`src/include/vtl_pkg.sv`:
```
// package of constants and types for the vacuum threshold ui and led block
package vtl_pkg;

    // parameter indices reached over the parameter port
    localparam logic [15:0] VTL_IDX_SYS_CMD     = 16'h0002;
    localparam logic [15:0] VTL_IDX_COLOR_PROF  = 16'h0052;
    localparam logic [7:0]  VTL_CMD_LED_DEFAULT = 8'hAC;

    // colour entry field positions inside one 32-bit entry: r,g,b,brightness
    localparam int VTL_RED_POS    = 24;
    localparam int VTL_GREEN_POS  = 16;
    localparam int VTL_BLUE_POS   = 8;
    localparam int VTL_BRIGHT_POS = 0;
    // profile: upper entry = threshold reached, lower entry = ready
    localparam int VTL_REACHED_POS = 32;
    localparam int VTL_READY_POS   = 0;

    // factory colour entries
    localparam logic [31:0] VTL_RST_READY   = 32'h0000FFFF;
    localparam logic [31:0] VTL_RST_REACHED = 32'h0000FFFF;
    localparam logic [31:0] VTL_FLASH_BLUE   = 32'h0000FFFF;
    localparam logic [31:0] VTL_FLASH_ORANGE = 32'hFF8000FF;

    // pressure figures in mbar
    localparam logic [9:0] VTL_THR_RESET = 10'h1E0;
    localparam logic [9:0] VTL_THR_MIN   = 10'h064;
    localparam logic [9:0] VTL_THR_MAX   = 10'h258;
    localparam logic [9:0] VTL_THR_STEP  = 10'h00A;
    localparam logic [9:0] VTL_SEG_SPAN  = 10'h064;
    localparam int         VTL_BAR_LEDS  = 6;

    // timing
    localparam int VTL_CLK_HZ        = 10_000_000;
    localparam int VTL_SAVE_HOLD_MS  = 1000;
    localparam int VTL_IDLE_MS       = 5000;
    localparam int VTL_REPEAT_MS     = 200;
    localparam int VTL_FLASH_MS      = 1000;
    localparam int VTL_BLINK_MS      = 125;
    localparam int VTL_SAVE_HOLD_CYC = VTL_CLK_HZ / 1000 * VTL_SAVE_HOLD_MS;
    localparam int VTL_IDLE_CYC      = VTL_CLK_HZ / 1000 * VTL_IDLE_MS;
    localparam int VTL_REPEAT_CYC    = VTL_CLK_HZ / 1000 * VTL_REPEAT_MS;
    localparam int VTL_FLASH_CYC     = VTL_CLK_HZ / 1000 * VTL_FLASH_MS;
    localparam int VTL_BLINK_CYC     = VTL_CLK_HZ / 1000 * VTL_BLINK_MS;

    // parameter write port
    typedef struct packed {
        logic        wr;
        logic [15:0] index;
        logic [63:0] data;
    } vtl_param_wr_t;

    // ring drive
    typedef struct packed {
        logic [7:0] red;
        logic [7:0] green;
        logic [7:0] blue;
    } vtl_rgb_t;

    typedef enum logic [1:0] {
        VTL_IDLE   = 2'b00,
        VTL_ADJUST = 2'b01,
        VTL_FLASH  = 2'b11
    } vtl_mode_t;

endpackage

```
`src/vtl_bar.sv`:
```
// six-led threshold bar with proportional partial segment
`timescale 1ns/1ns
module vtl_bar
    import vtl_pkg::*;
(
    input  wire logic       mclk_i,
    input  wire logic       reset_i,
    input  wire logic       enable_i,
    input  wire logic [9:0] thr_i,
    output logic [7:0]      bar_level_o [VTL_BAR_LEDS]
);
    // per-led level: full when covered, fraction*255 when partly covered
    generate
        for (genvar i = 0; i < VTL_BAR_LEDS; i++)
        begin : g_seg
            localparam logic [9:0] LO = 10'(i) * VTL_SEG_SPAN;
            logic [9:0]  part;
            logic [17:0] scaled;
            logic [7:0]  lvl_nxt;
            always_comb
            begin
                part    = thr_i - LO;
                scaled  = 18'(part) * 18'h000FF;
                lvl_nxt = 8'h00;
                if (!enable_i || thr_i <= LO)
                    lvl_nxt = 8'h00;
                else if (thr_i >= LO + VTL_SEG_SPAN)
                    lvl_nxt = 8'hFF;                          // [RULE_07]
                else
                    lvl_nxt = 8'(scaled / 18'(VTL_SEG_SPAN)); // [RULE_06] [RULE_07]
            end
            always_ff @(posedge mclk_i)
            begin
                if (reset_i)
                    bar_level_o[i] <= 8'h00;
                else
                    bar_level_o[i] <= lvl_nxt;
            end
        end
    endgenerate
endmodule // vtl_bar

```
`src/vtl_ui.sv`:
```
// vacuum threshold buttons, status ring colour and part-present output
`timescale 1ns/1ns
// How it works
// RULE_01 - default ring shows part-present status steady blue
// RULE_02 - separate colour and brightness for ready and threshold reached
// RULE_03 - colour profile holds two four-byte entries r,g,b,brightness
// RULE_04 - brightness scales intensity only, hue stays the same
// RULE_05 - system command 0xAC restores led colour defaults
// RULE_06 - six-led bar shows threshold over 100 to 600 mbar (bar here spans 0 to 600 mbar, 100 mbar per led)
// RULE_07 - covered segments full, partial segment proportional brightness
// RULE_08 - tap steps threshold by 10 mbar, holding keeps stepping
// RULE_09 - first press only shows the bar, no adjustment
// RULE_10 - both buttons over one second saves and flashes blue
// RULE_11 - threshold above regulation setpoint rejected, flashes orange
// RULE_12 - five seconds idle: bar off, value discarded, flash orange
// RULE_13 - part-present output active when vacuum exceeds threshold
// RULE_14 - threshold resets to 480 mbar
// RULE_15 - button adjustments clamp threshold to 100..600 mbar
module vtl_ui
    import vtl_pkg::*;
#(
    parameter int SAVE_HOLD_CYC = VTL_SAVE_HOLD_CYC,
    parameter int IDLE_CYC      = VTL_IDLE_CYC,
    parameter int REPEAT_CYC    = VTL_REPEAT_CYC,
    parameter int FLASH_CYC     = VTL_FLASH_CYC,
    parameter int BLINK_CYC     = VTL_BLINK_CYC
)
(
    input  wire logic          mclk_i,
    input  wire logic          reset_i,
    input  wire vtl_param_wr_t param_i,
    input  wire logic [15:0]   param_rd_index_i,
    output logic [63:0]        param_rd_data_o,
    input  wire logic          btn_less_i,
    input  wire logic          btn_more_i,
    input  wire logic [9:0]    vacuum_i,
    input  wire logic [9:0]    regulation_setpoint_i,
    output vtl_rgb_t           ring_o,
    output logic [7:0]         bar_level_o [VTL_BAR_LEDS],
    output logic               part_present_output_o,
    output logic [9:0]         part_present_threshold_o
);
    // all state in one struct
    typedef struct packed {
        vtl_mode_t   mode;
        logic [9:0]  thr;
        logic [9:0]  edit;
        logic [31:0] ready_col;
        logic [31:0] reached_col;
        logic        flash_ok;
        logic [31:0] cnt;
        logic [31:0] idle;
        logic [31:0] both;
        logic [31:0] blink;
        logic        blink_on;
        logic        less_q;
        logic        more_q;
        logic        out;
        vtl_rgb_t    ring;
    } vtl_state_t;

    vtl_state_t st_r;
    vtl_state_t st_nxt;

    // scale one hue channel by brightness; ratios between channels survive
    function automatic logic [7:0] vtl_scale(input logic [7:0] c, input logic [7:0] b);
        logic [15:0] p;
        p = 16'(c) * 16'(b);
        return p[15:8] + {7'd0, p[7]};
    endfunction

    function automatic vtl_rgb_t vtl_drive(input logic [31:0] e);
        vtl_rgb_t r;
        r.red   = vtl_scale(e[VTL_RED_POS+:8], e[VTL_BRIGHT_POS+:8]);   // [RULE_04]
        r.green = vtl_scale(e[VTL_GREEN_POS+:8], e[VTL_BRIGHT_POS+:8]); // [RULE_04]
        r.blue  = vtl_scale(e[VTL_BLUE_POS+:8], e[VTL_BRIGHT_POS+:8]);  // [RULE_04]
        return r;
    endfunction

    // step with clamp to the displayable range
    function automatic logic [9:0] vtl_step(input logic [9:0] v, input logic up);
        if (up)
            return (v >= VTL_THR_MAX - VTL_THR_STEP) ? VTL_THR_MAX : v + VTL_THR_STEP;
        else
            return (v <= VTL_THR_MIN + VTL_THR_STEP) ? VTL_THR_MIN : v - VTL_THR_STEP;
    endfunction

    // one decode for a parameter write at a given index
    function automatic logic vtl_wr_hit(input vtl_param_wr_t w, input logic [15:0] idx);
        return w.wr && (w.index == idx);
    endfunction

    logic any_btn;
    logic both_btn;
    logic one_btn;
    logic new_press;
    logic up_dir;
    assign any_btn   = btn_less_i | btn_more_i;
    assign both_btn  = btn_less_i & btn_more_i;
    assign one_btn   = any_btn & ~both_btn;
    assign new_press = (btn_less_i & ~st_r.less_q) | (btn_more_i & ~st_r.more_q);
    assign up_dir    = btn_more_i;

    // next state
    always_comb
    begin
        st_nxt        = st_r;
        st_nxt.less_q = btn_less_i;
        st_nxt.more_q = btn_more_i;
        // parameter writes
        if (vtl_wr_hit(param_i, VTL_IDX_COLOR_PROF))
        begin
            st_nxt.reached_col = param_i.data[VTL_REACHED_POS+:32]; // [RULE_02] [RULE_03]
            st_nxt.ready_col   = param_i.data[VTL_READY_POS+:32];   // [RULE_03]
        end
        if (vtl_wr_hit(param_i, VTL_IDX_SYS_CMD)
            && param_i.data[7:0] == VTL_CMD_LED_DEFAULT)
        begin
            st_nxt.ready_col   = VTL_RST_READY;   // [RULE_05]
            st_nxt.reached_col = VTL_RST_REACHED; // [RULE_05]
        end
        // button sequence
        unique case (st_r.mode)
            VTL_IDLE:
            begin
                if (new_press)
                begin
                    st_nxt.mode = VTL_ADJUST;  // bar on, value unchanged [RULE_09]
                    st_nxt.edit = st_r.thr;
                    st_nxt.idle = 32'd0;
                    st_nxt.cnt  = 32'd0;
                    st_nxt.both = 32'd0;
                end
            end
            VTL_ADJUST:
            begin
                st_nxt.idle = any_btn ? 32'd0 : st_r.idle + 32'd1;
                st_nxt.both = both_btn ? st_r.both + 32'd1 : 32'd0;
                if (one_btn && new_press)
                begin
                    st_nxt.edit = vtl_step(st_r.edit, up_dir); // [RULE_08] [RULE_15]
                    st_nxt.cnt  = 32'd0;
                end
                else if (one_btn)
                begin
                    // auto-repeat while held [RULE_08]
                    if (st_r.cnt >= 32'(REPEAT_CYC - 1))
                    begin
                        st_nxt.edit = vtl_step(st_r.edit, up_dir); // [RULE_15]
                        st_nxt.cnt  = 32'd0;
                    end
                    else
                        st_nxt.cnt = st_r.cnt + 32'd1;
                end
                if (both_btn && st_r.both >= 32'(SAVE_HOLD_CYC))
                begin
                    st_nxt.mode = VTL_FLASH;
                    st_nxt.cnt  = 32'd0;
                    st_nxt.blink = 32'd0;
                    st_nxt.blink_on = 1'b1;
                    if (st_r.edit > regulation_setpoint_i)
                        st_nxt.flash_ok = 1'b0;               // [RULE_11]
                    else
                    begin
                        st_nxt.thr      = st_r.edit;          // [RULE_10]
                        st_nxt.flash_ok = 1'b1;               // [RULE_10]
                    end
                end
                else if (st_r.idle >= 32'(IDLE_CYC))
                begin
                    st_nxt.mode     = VTL_FLASH;              // discard edit [RULE_12]
                    st_nxt.flash_ok = 1'b0;                   // [RULE_12]
                    st_nxt.cnt      = 32'd0;
                    st_nxt.blink    = 32'd0;
                    st_nxt.blink_on = 1'b1;
                end
            end
            VTL_FLASH:
            begin
                st_nxt.cnt = st_r.cnt + 32'd1;
                if (st_r.blink >= 32'(BLINK_CYC - 1))
                begin
                    st_nxt.blink    = 32'd0;
                    st_nxt.blink_on = ~st_r.blink_on;
                end
                else
                    st_nxt.blink = st_r.blink + 32'd1;
                // buttons must be released first so a held save does not re-enter
                if (st_r.cnt >= 32'(FLASH_CYC - 1) && !any_btn)
                    st_nxt.mode = VTL_IDLE;
            end
            default:
                st_nxt.mode = VTL_IDLE;
        endcase
        // ring colour
        st_nxt.out = (vacuum_i > st_nxt.thr);  // [RULE_13]
        if (st_r.mode == VTL_FLASH)
            st_nxt.ring = st_r.blink_on
                ? vtl_drive(st_r.flash_ok ? VTL_FLASH_BLUE : VTL_FLASH_ORANGE) // [RULE_10] [RULE_11]
                : '0;
        else
            st_nxt.ring = vtl_drive(st_nxt.out ? st_r.reached_col : st_r.ready_col); // [RULE_01] [RULE_02]
    end

    // state register
    always_ff @(posedge mclk_i)
    begin
        if (reset_i)
        begin
            st_r             <= '0;
            st_r.mode        <= VTL_IDLE;
            st_r.thr         <= VTL_THR_RESET;   // [RULE_14]
            st_r.edit        <= VTL_THR_RESET;
            st_r.ready_col   <= VTL_RST_READY;   // [RULE_01]
            st_r.reached_col <= VTL_RST_REACHED;
        end
        else
            st_r <= st_nxt;
    end

    // parameter readback
    always_comb
    begin
        param_rd_data_o = 64'h0000000000000000;
        if (param_rd_index_i == VTL_IDX_COLOR_PROF)
            param_rd_data_o = {st_r.reached_col, st_r.ready_col};
    end

    assign ring_o                   = st_r.ring;
    assign part_present_output_o    = st_r.out;
    assign part_present_threshold_o = st_r.thr;

    // bar shows the edited value only while adjusting
    vtl_bar u_bar (
        .mclk_i      (mclk_i),
        .reset_i     (reset_i),
        .enable_i    (st_r.mode == VTL_ADJUST), // [RULE_06] [RULE_12]
        .thr_i       (st_r.edit),
        .bar_level_o (bar_level_o)
    );
endmodule // vtl_ui

```
`config.mk`:
```
export PLATFORM = sky130hd
export DESIGN_NAME = vtl_ui
export DESIGN_NICKNAME = d
export VERILOG_FILES = /design/src/include/vtl_pkg.sv /design/src/vtl_bar.sv /design/src/vtl_ui.sv
export SDC_FILE = /design/constraint.sdc
export NUM_CORES = 2
export LEC_CHECK = 0
export ABC_AREA = 1
export BUFFER_PORTS_ARGS = -buffer_cell sky130_fd_sc_hd__buf_2
export CORE_UTILIZATION = 55
export DETAILED_ROUTE_END_ITERATION = 8
export GPL_TIMING_DRIVEN = 1
export PLACE_DENSITY = 0.86
export SLEW_MARGIN = 20
export SYNTH_ARGS = -nofsm -noshare
export SYNTH_HDL_FRONTEND = slang
export SYNTH_SLANG_ARGS = --single-unit
```
`constraint.sdc`:
```
create_clock -name mclk_i -period 9.3 [get_ports mclk_i]
set_clock_uncertainty 0.1 [all_clocks]
set_input_delay 1.86 -clock mclk_i [delete_from_list [all_inputs] [get_ports mclk_i]]
set_output_delay 1.86 -clock mclk_i [all_outputs]
set_load 0.03 [all_outputs]
```
==> flow_metrics.py, run 1 <==
metrics = {
    "clocking": {
        "cts.sinks": 291,
        "cts_max_path_buffers": 3,
        "cts_root_buffer": "clkbuf_16",
        "htreeDepth": 2,
        "cts_buffers": 37,
    },
    "synth": {
        "synthMuxAreaShare_pct": 0,
        "synthSimpleGateAreaFrac_pct": 32.94,
        "synth_area_leaders": "dfxtp_1 (14%), fa_1 (13%), nand2_1 (12%), ha_1 (12%), inv_1 (11%)",
        "yosysUniqueCellTypes": 70,
        "synth_top_area_share_pct": 13.60,
        "synth_nets": 7239,
        "synth_xor_area_share_pct": 4.645,
        "synthesis.area_um2": 42830,
        "synth-seq-area-share_pct": 13.60,
        "synth_compound_area_share_pct": 10.12,
        "synthArstFlopShare_pct": 0,
        "synthAdderAreaFrac_pct": 25.38,
        "synth_edf_count": 0,
        "synthCells": 6420,
        "synth_top_family_by_area": "simple AND/OR/NAND/NOR gates",
        "ys_ff_latch": 291,
        "yosysWarningCount": 0,
        "yosysTopAreaCell": "dfxtp_1",
        "synth_ff_type": "dfxtp_1",
        "syn_area_per_cell_um2": 6.672,
    },
    "status": {
        "tool.error": "[ERROR GRT-0232] Routing congestion too high. Check the congestion heatmap in the GUI.",
        "haltStage": "5_1_grt",
        "outcome": "did not finish",
    },
    "grt": {
        "grtUsageTotal_pct": 71.87,
        "antenna_found_initial": 35,
        "grt_max_degree": 129,
        "grt-ovfl-total": 113,
    },
    "die": {
        "die_h_um": 281.1,
        "rows": 101,
        "start_util_pct": 56.02,
        "die_w_um": 281.1,
        "io_pins": 268,
    },
    "placed_design": {
        "gp_congestion": 1.001,
        "dp_cells": 8318,
        "detailed_place_hpwl_um": 99140,
        "port_buffers": 267,
    },
    "timing": {
        "endpoint_type": "register data pin",
        "grt-worst-endpoint": "u_bar.bar_level_o[32]$_SDFF_PP0_/D",
    },
}
## cell usage after synthesis, drive strengths merged, types with 15 or more instances
cell / number
nand2: 1652
inv: 1347
nor2: 551
nand3: 465
ha: 413
o21ai: 328
dfxtp: 291
fa: 285
a21oi: 247
xor2: 186
nand4: 143
clkbuf: 82
nor3: 81
o211ai: 46
buf: 39
xnor2: 36
a21o: 35
nor4: 31
o21bai: 20
nand3b: 18
clkinv: 17
a31oi: 15
## repair_timing
action / in CTS
pin swaps: 267
setup endpoints to repair: 23
resized for setup: 393
setup buffers: 109
hold buffers: 0
## cell families after synthesis
group                      count (synthesis)
adders and majority gates                698
DFF                                      291
and+or+nand+nor                         2969
AOI/OAI and AO/OA                        755
xor gates and xnor gates                 222
buffers and inverters                   1485
## metrics by stage
step	hold WS, ns	utilization, %	instance area (µm²)	TNS, ns	setup slack, ns
4_1_cts	0.3405	71.73	54840	-1.810	-0.3115
3_3_place_gp	0.3270	66.60	50920	-4.242	-0.4131
2_1_floorplan	0.3187	-	43430	-0.3045	-0.07655
3_5_place_dp	0.3289	66.60	50920	-15.83	-0.8019
## layer usage
metal / track usage (%) / GRT overflow
met5: 50.97 / 0
met4: 66.51 / 53
met3: 64.13 / 10
met2: 85.34 / 41
met1: 69.37 / 9
==> run 2, diff against run 1 <==
CORE_UTILIZATION = 40   (was 55)
PLACE_DENSITY = not set   (was 0.86)
PLACE_DENSITY_LB_ADDON = 0.15   (was not set)
clock period = 12.1 ns   (was 9.3 ns; I/O delays follow)
==> flow_metrics.py, run 2 <==
metrics = {
    "die": {
        "design.die.area_um2": 108400,
        "die_w_um": 329.2,
        "start_util_pct": 40.52,
        "die_h_um": 329.2,
        "rows": 119,
        "coreArea_um2": 105700,
        "io_pins": 268,
    },
    "layout": {
        "top_register": "st_r",
        "final_area_um2": 47040,
        "largest_register_ff_count": 208,
        "fin_nets": 7473,
        "drive_gt1_share_pct": 13.03,
        "mostFrequentLayoutCell": "nand2_1",
        "final_cell_mix": "nand2_1 (1393), inv_1 (1286), nor2_1 (511), ha_1 (413), nand3_1 (408)",
        "areaGrowthSynthToFinish_pct": 9.818,
    },
    "job": {
        "maxCapViolations": 0,
    },
    "grt": {
        "grt-ovfl-total": 0,
        "antenna_found_initial": 5,
        "grt_pass1_wl_um": 190600,
        "grt_max_degree": 105,
        "grtUsageTotal_pct": 21.35,
        "grt_pass1_vias": 37860,
    },
    "placed_design": {
        "gp_congestion": 0.9105,
        "port_buffers": 267,
        "place_area_um2": 45720,
        "dp_slack_ns": 0.06448,
        "detailed_place_hpwl_um": 96490,
    },
    "timing": {
        "fmax_mhz": 89.92,
        "tightest_slew_ns": 0.9761,
        "setup_violations": 0,
        "setup_ws_ns": 0.9792,
        "hold_viol_final": 0,
        "finalCritPeriodShare_pct": 91.91,
        "rsz0062_at_grt": "true",
        "slew_headroom_pct": 34.24,
        "timing.final.max_slew_violations": 0,
        "post-route-min-period_ns": 11.12,
    },
    "clocking": {
        "cts_root_buffer": "clkbuf_16",
        "cts.sinks": 291,
        "htreeDepth": 2,
        "path_clk_slew_ns": 0.06,
        "cts_tree": "done",
        "cts_buffers": 38,
        "cts_max_path_buffers": 3,
        "clk-insertion-delay-late_ns": 0.60,
    },
    "worst_setup_path": {
        "reg2reg_depth": 66,
        "critPathMaxStageDelay_ns": 0.55,
        "setup.worst_path.end_class": "flip-flop",
        "startpoint": "regulation_setpoint_i[9]",
        "path_max_fanout": 34,
        "cp.arrival_ns": 11.48,
        "critPathLaunchType": "input port",
        "crit_type": "in -> reg",
        "required_ns": 12.46,
        "r2r-start": "st_r[224]$_SDFFE_PP0P_",
        "crit_slowest_cell": "fa_1",
    },
    "synth": {
        "synthArstFlopShare_pct": 0,
        "synth_edf_count": 0,
        "ys_ff_latch": 291,
        "synth_ff_type": "dfxtp_1",
        "synth_nets": 7239,
        "synthesis.area_um2": 42830,
        "synth-seq-area-share_pct": 13.60,
        "synth_top_area_share_pct": 13.60,
        "yosysUniqueCellTypes": 70,
        "yosysTopAreaCell": "dfxtp_1",
        "yosys-top-cells-count": "nand2_1 (1394), inv_1 (1287), nor2_1 (511), ha_1 (413), nand3_1 (409)",
        "yosysWarningCount": 0,
        "yosys.cell_count.top_type": "nand2_1",
        "synthCells": 6420,
        "syn_area_per_cell_um2": 6.672,
        "synth_area_leaders": "dfxtp_1 (14%), fa_1 (13%), nand2_1 (12%), ha_1 (12%), inv_1 (11%)",
    },
    "status": {
        "outcome": "finished with violations",
        "violations": "design-rule violations",
    },
    "worst_hold_path": {
        "min_delay_path_depth": 2,
        "holdCritStartpoint": "st_r[59]$_SDFFE_PP0P_",
        "worst_hold_path_type": "reg -> reg",
    },
    "detailed_routing": {
        "via_per_inst": 4.940,
        "drc": 14,
        "drt-total-wl_um": 116500,
        "ant_nets": 0,
        "drt_iter0_drc": 2048,
        "dr.pass1.iters": 7,
        "wl_per_cell_um": 14.42,
        "vias": 39900,
    },
}
## run 2: cell counts after synthesis
No cell type changed its count.
## run 2: cells by family (layout without fill, tap and decap cells)
kind of cell    Yosys count  after routing  synth area share [%]
fa+ha+maj               698            698                 25.38
xor+xnor                222            222                 4.645
compound gates          755            755                 10.12
flops                   291            291                 13.60
other cells               0              3                     0
simple gates           2969           2969                 32.94
buf+inv                1485           1748                 13.31
## run 2: routing by layer
| layer | share of wire, % | global-route usage, % |
|---|---|---|
| met1 | 48 | 29.23 |
| met2 | 45 | 34.73 |
| met3 | 5.1 | 3.619 |
| met4 | 2.4 | 5.294 |
| met5 | 0 | 0 |
## run 2: final timing paths
kind / endpoint / slack [ns]
max reg2reg: u_bar.bar_level_o[32]$_SDFF_PP0_ / 1.02
max: ring_o[23]$_SDFF_PP0_ / 0.98
min: st_r[59]$_SDFFE_PP0P_ / 0.34
min reg2reg: st_r[59]$_SDFFE_PP0P_ / 0.34
## run 2: cell type report
type                    instances  area (µm²)
clock inverters                12       126.4
well taps                    1391        1740
repair buffers                315        1697
clock buffers                  57        1134
flip-flops and latches        291        5826
inverters                    1364        5132
diodes                          3       7.507
fillers                     11190       58680
multi-input cells            4644       31380
## run 2: worst max-delay path: cells and delay by family
| family | cells | cell delay (ns) |
|---|---|---|
| simple gates | 11 | 1.75 |
| xor+xnor | 2 | 0.33 |
| fa+ha+maj | 7 | 2.95 |
| compound gates | 17 | 2.92 |
| buf+inv | 9 | 1.10 |
## run 2: what timing repair did
item | in CTS | in global routing
endpoints found under the setup margin | 0 | 10
setup buffers | 0 | 0
gates resized for setup | 0 | 9
hold buffers | 0 | 0
endpoints found under the hold margin | 0 | 0
## run 2: metrics by stage
step                std cells  hold slack (ns)  TNS (ns)  util [%]
finish                   8077           0.3358         0     44.50
global route             8075           0.3523  -0.02943     44.49
CTS                      8074           0.3383         0     44.44
detailed placement       8005           0.3283         0     43.25
global placement         8005           0.3269         0     43.25
floorplan                6420           0.3187         0         -
Power of run 2 is left out: the tool's default activity adds up to more than one toggle a clock period on the data nets, which glitch-free logic cannot reach.
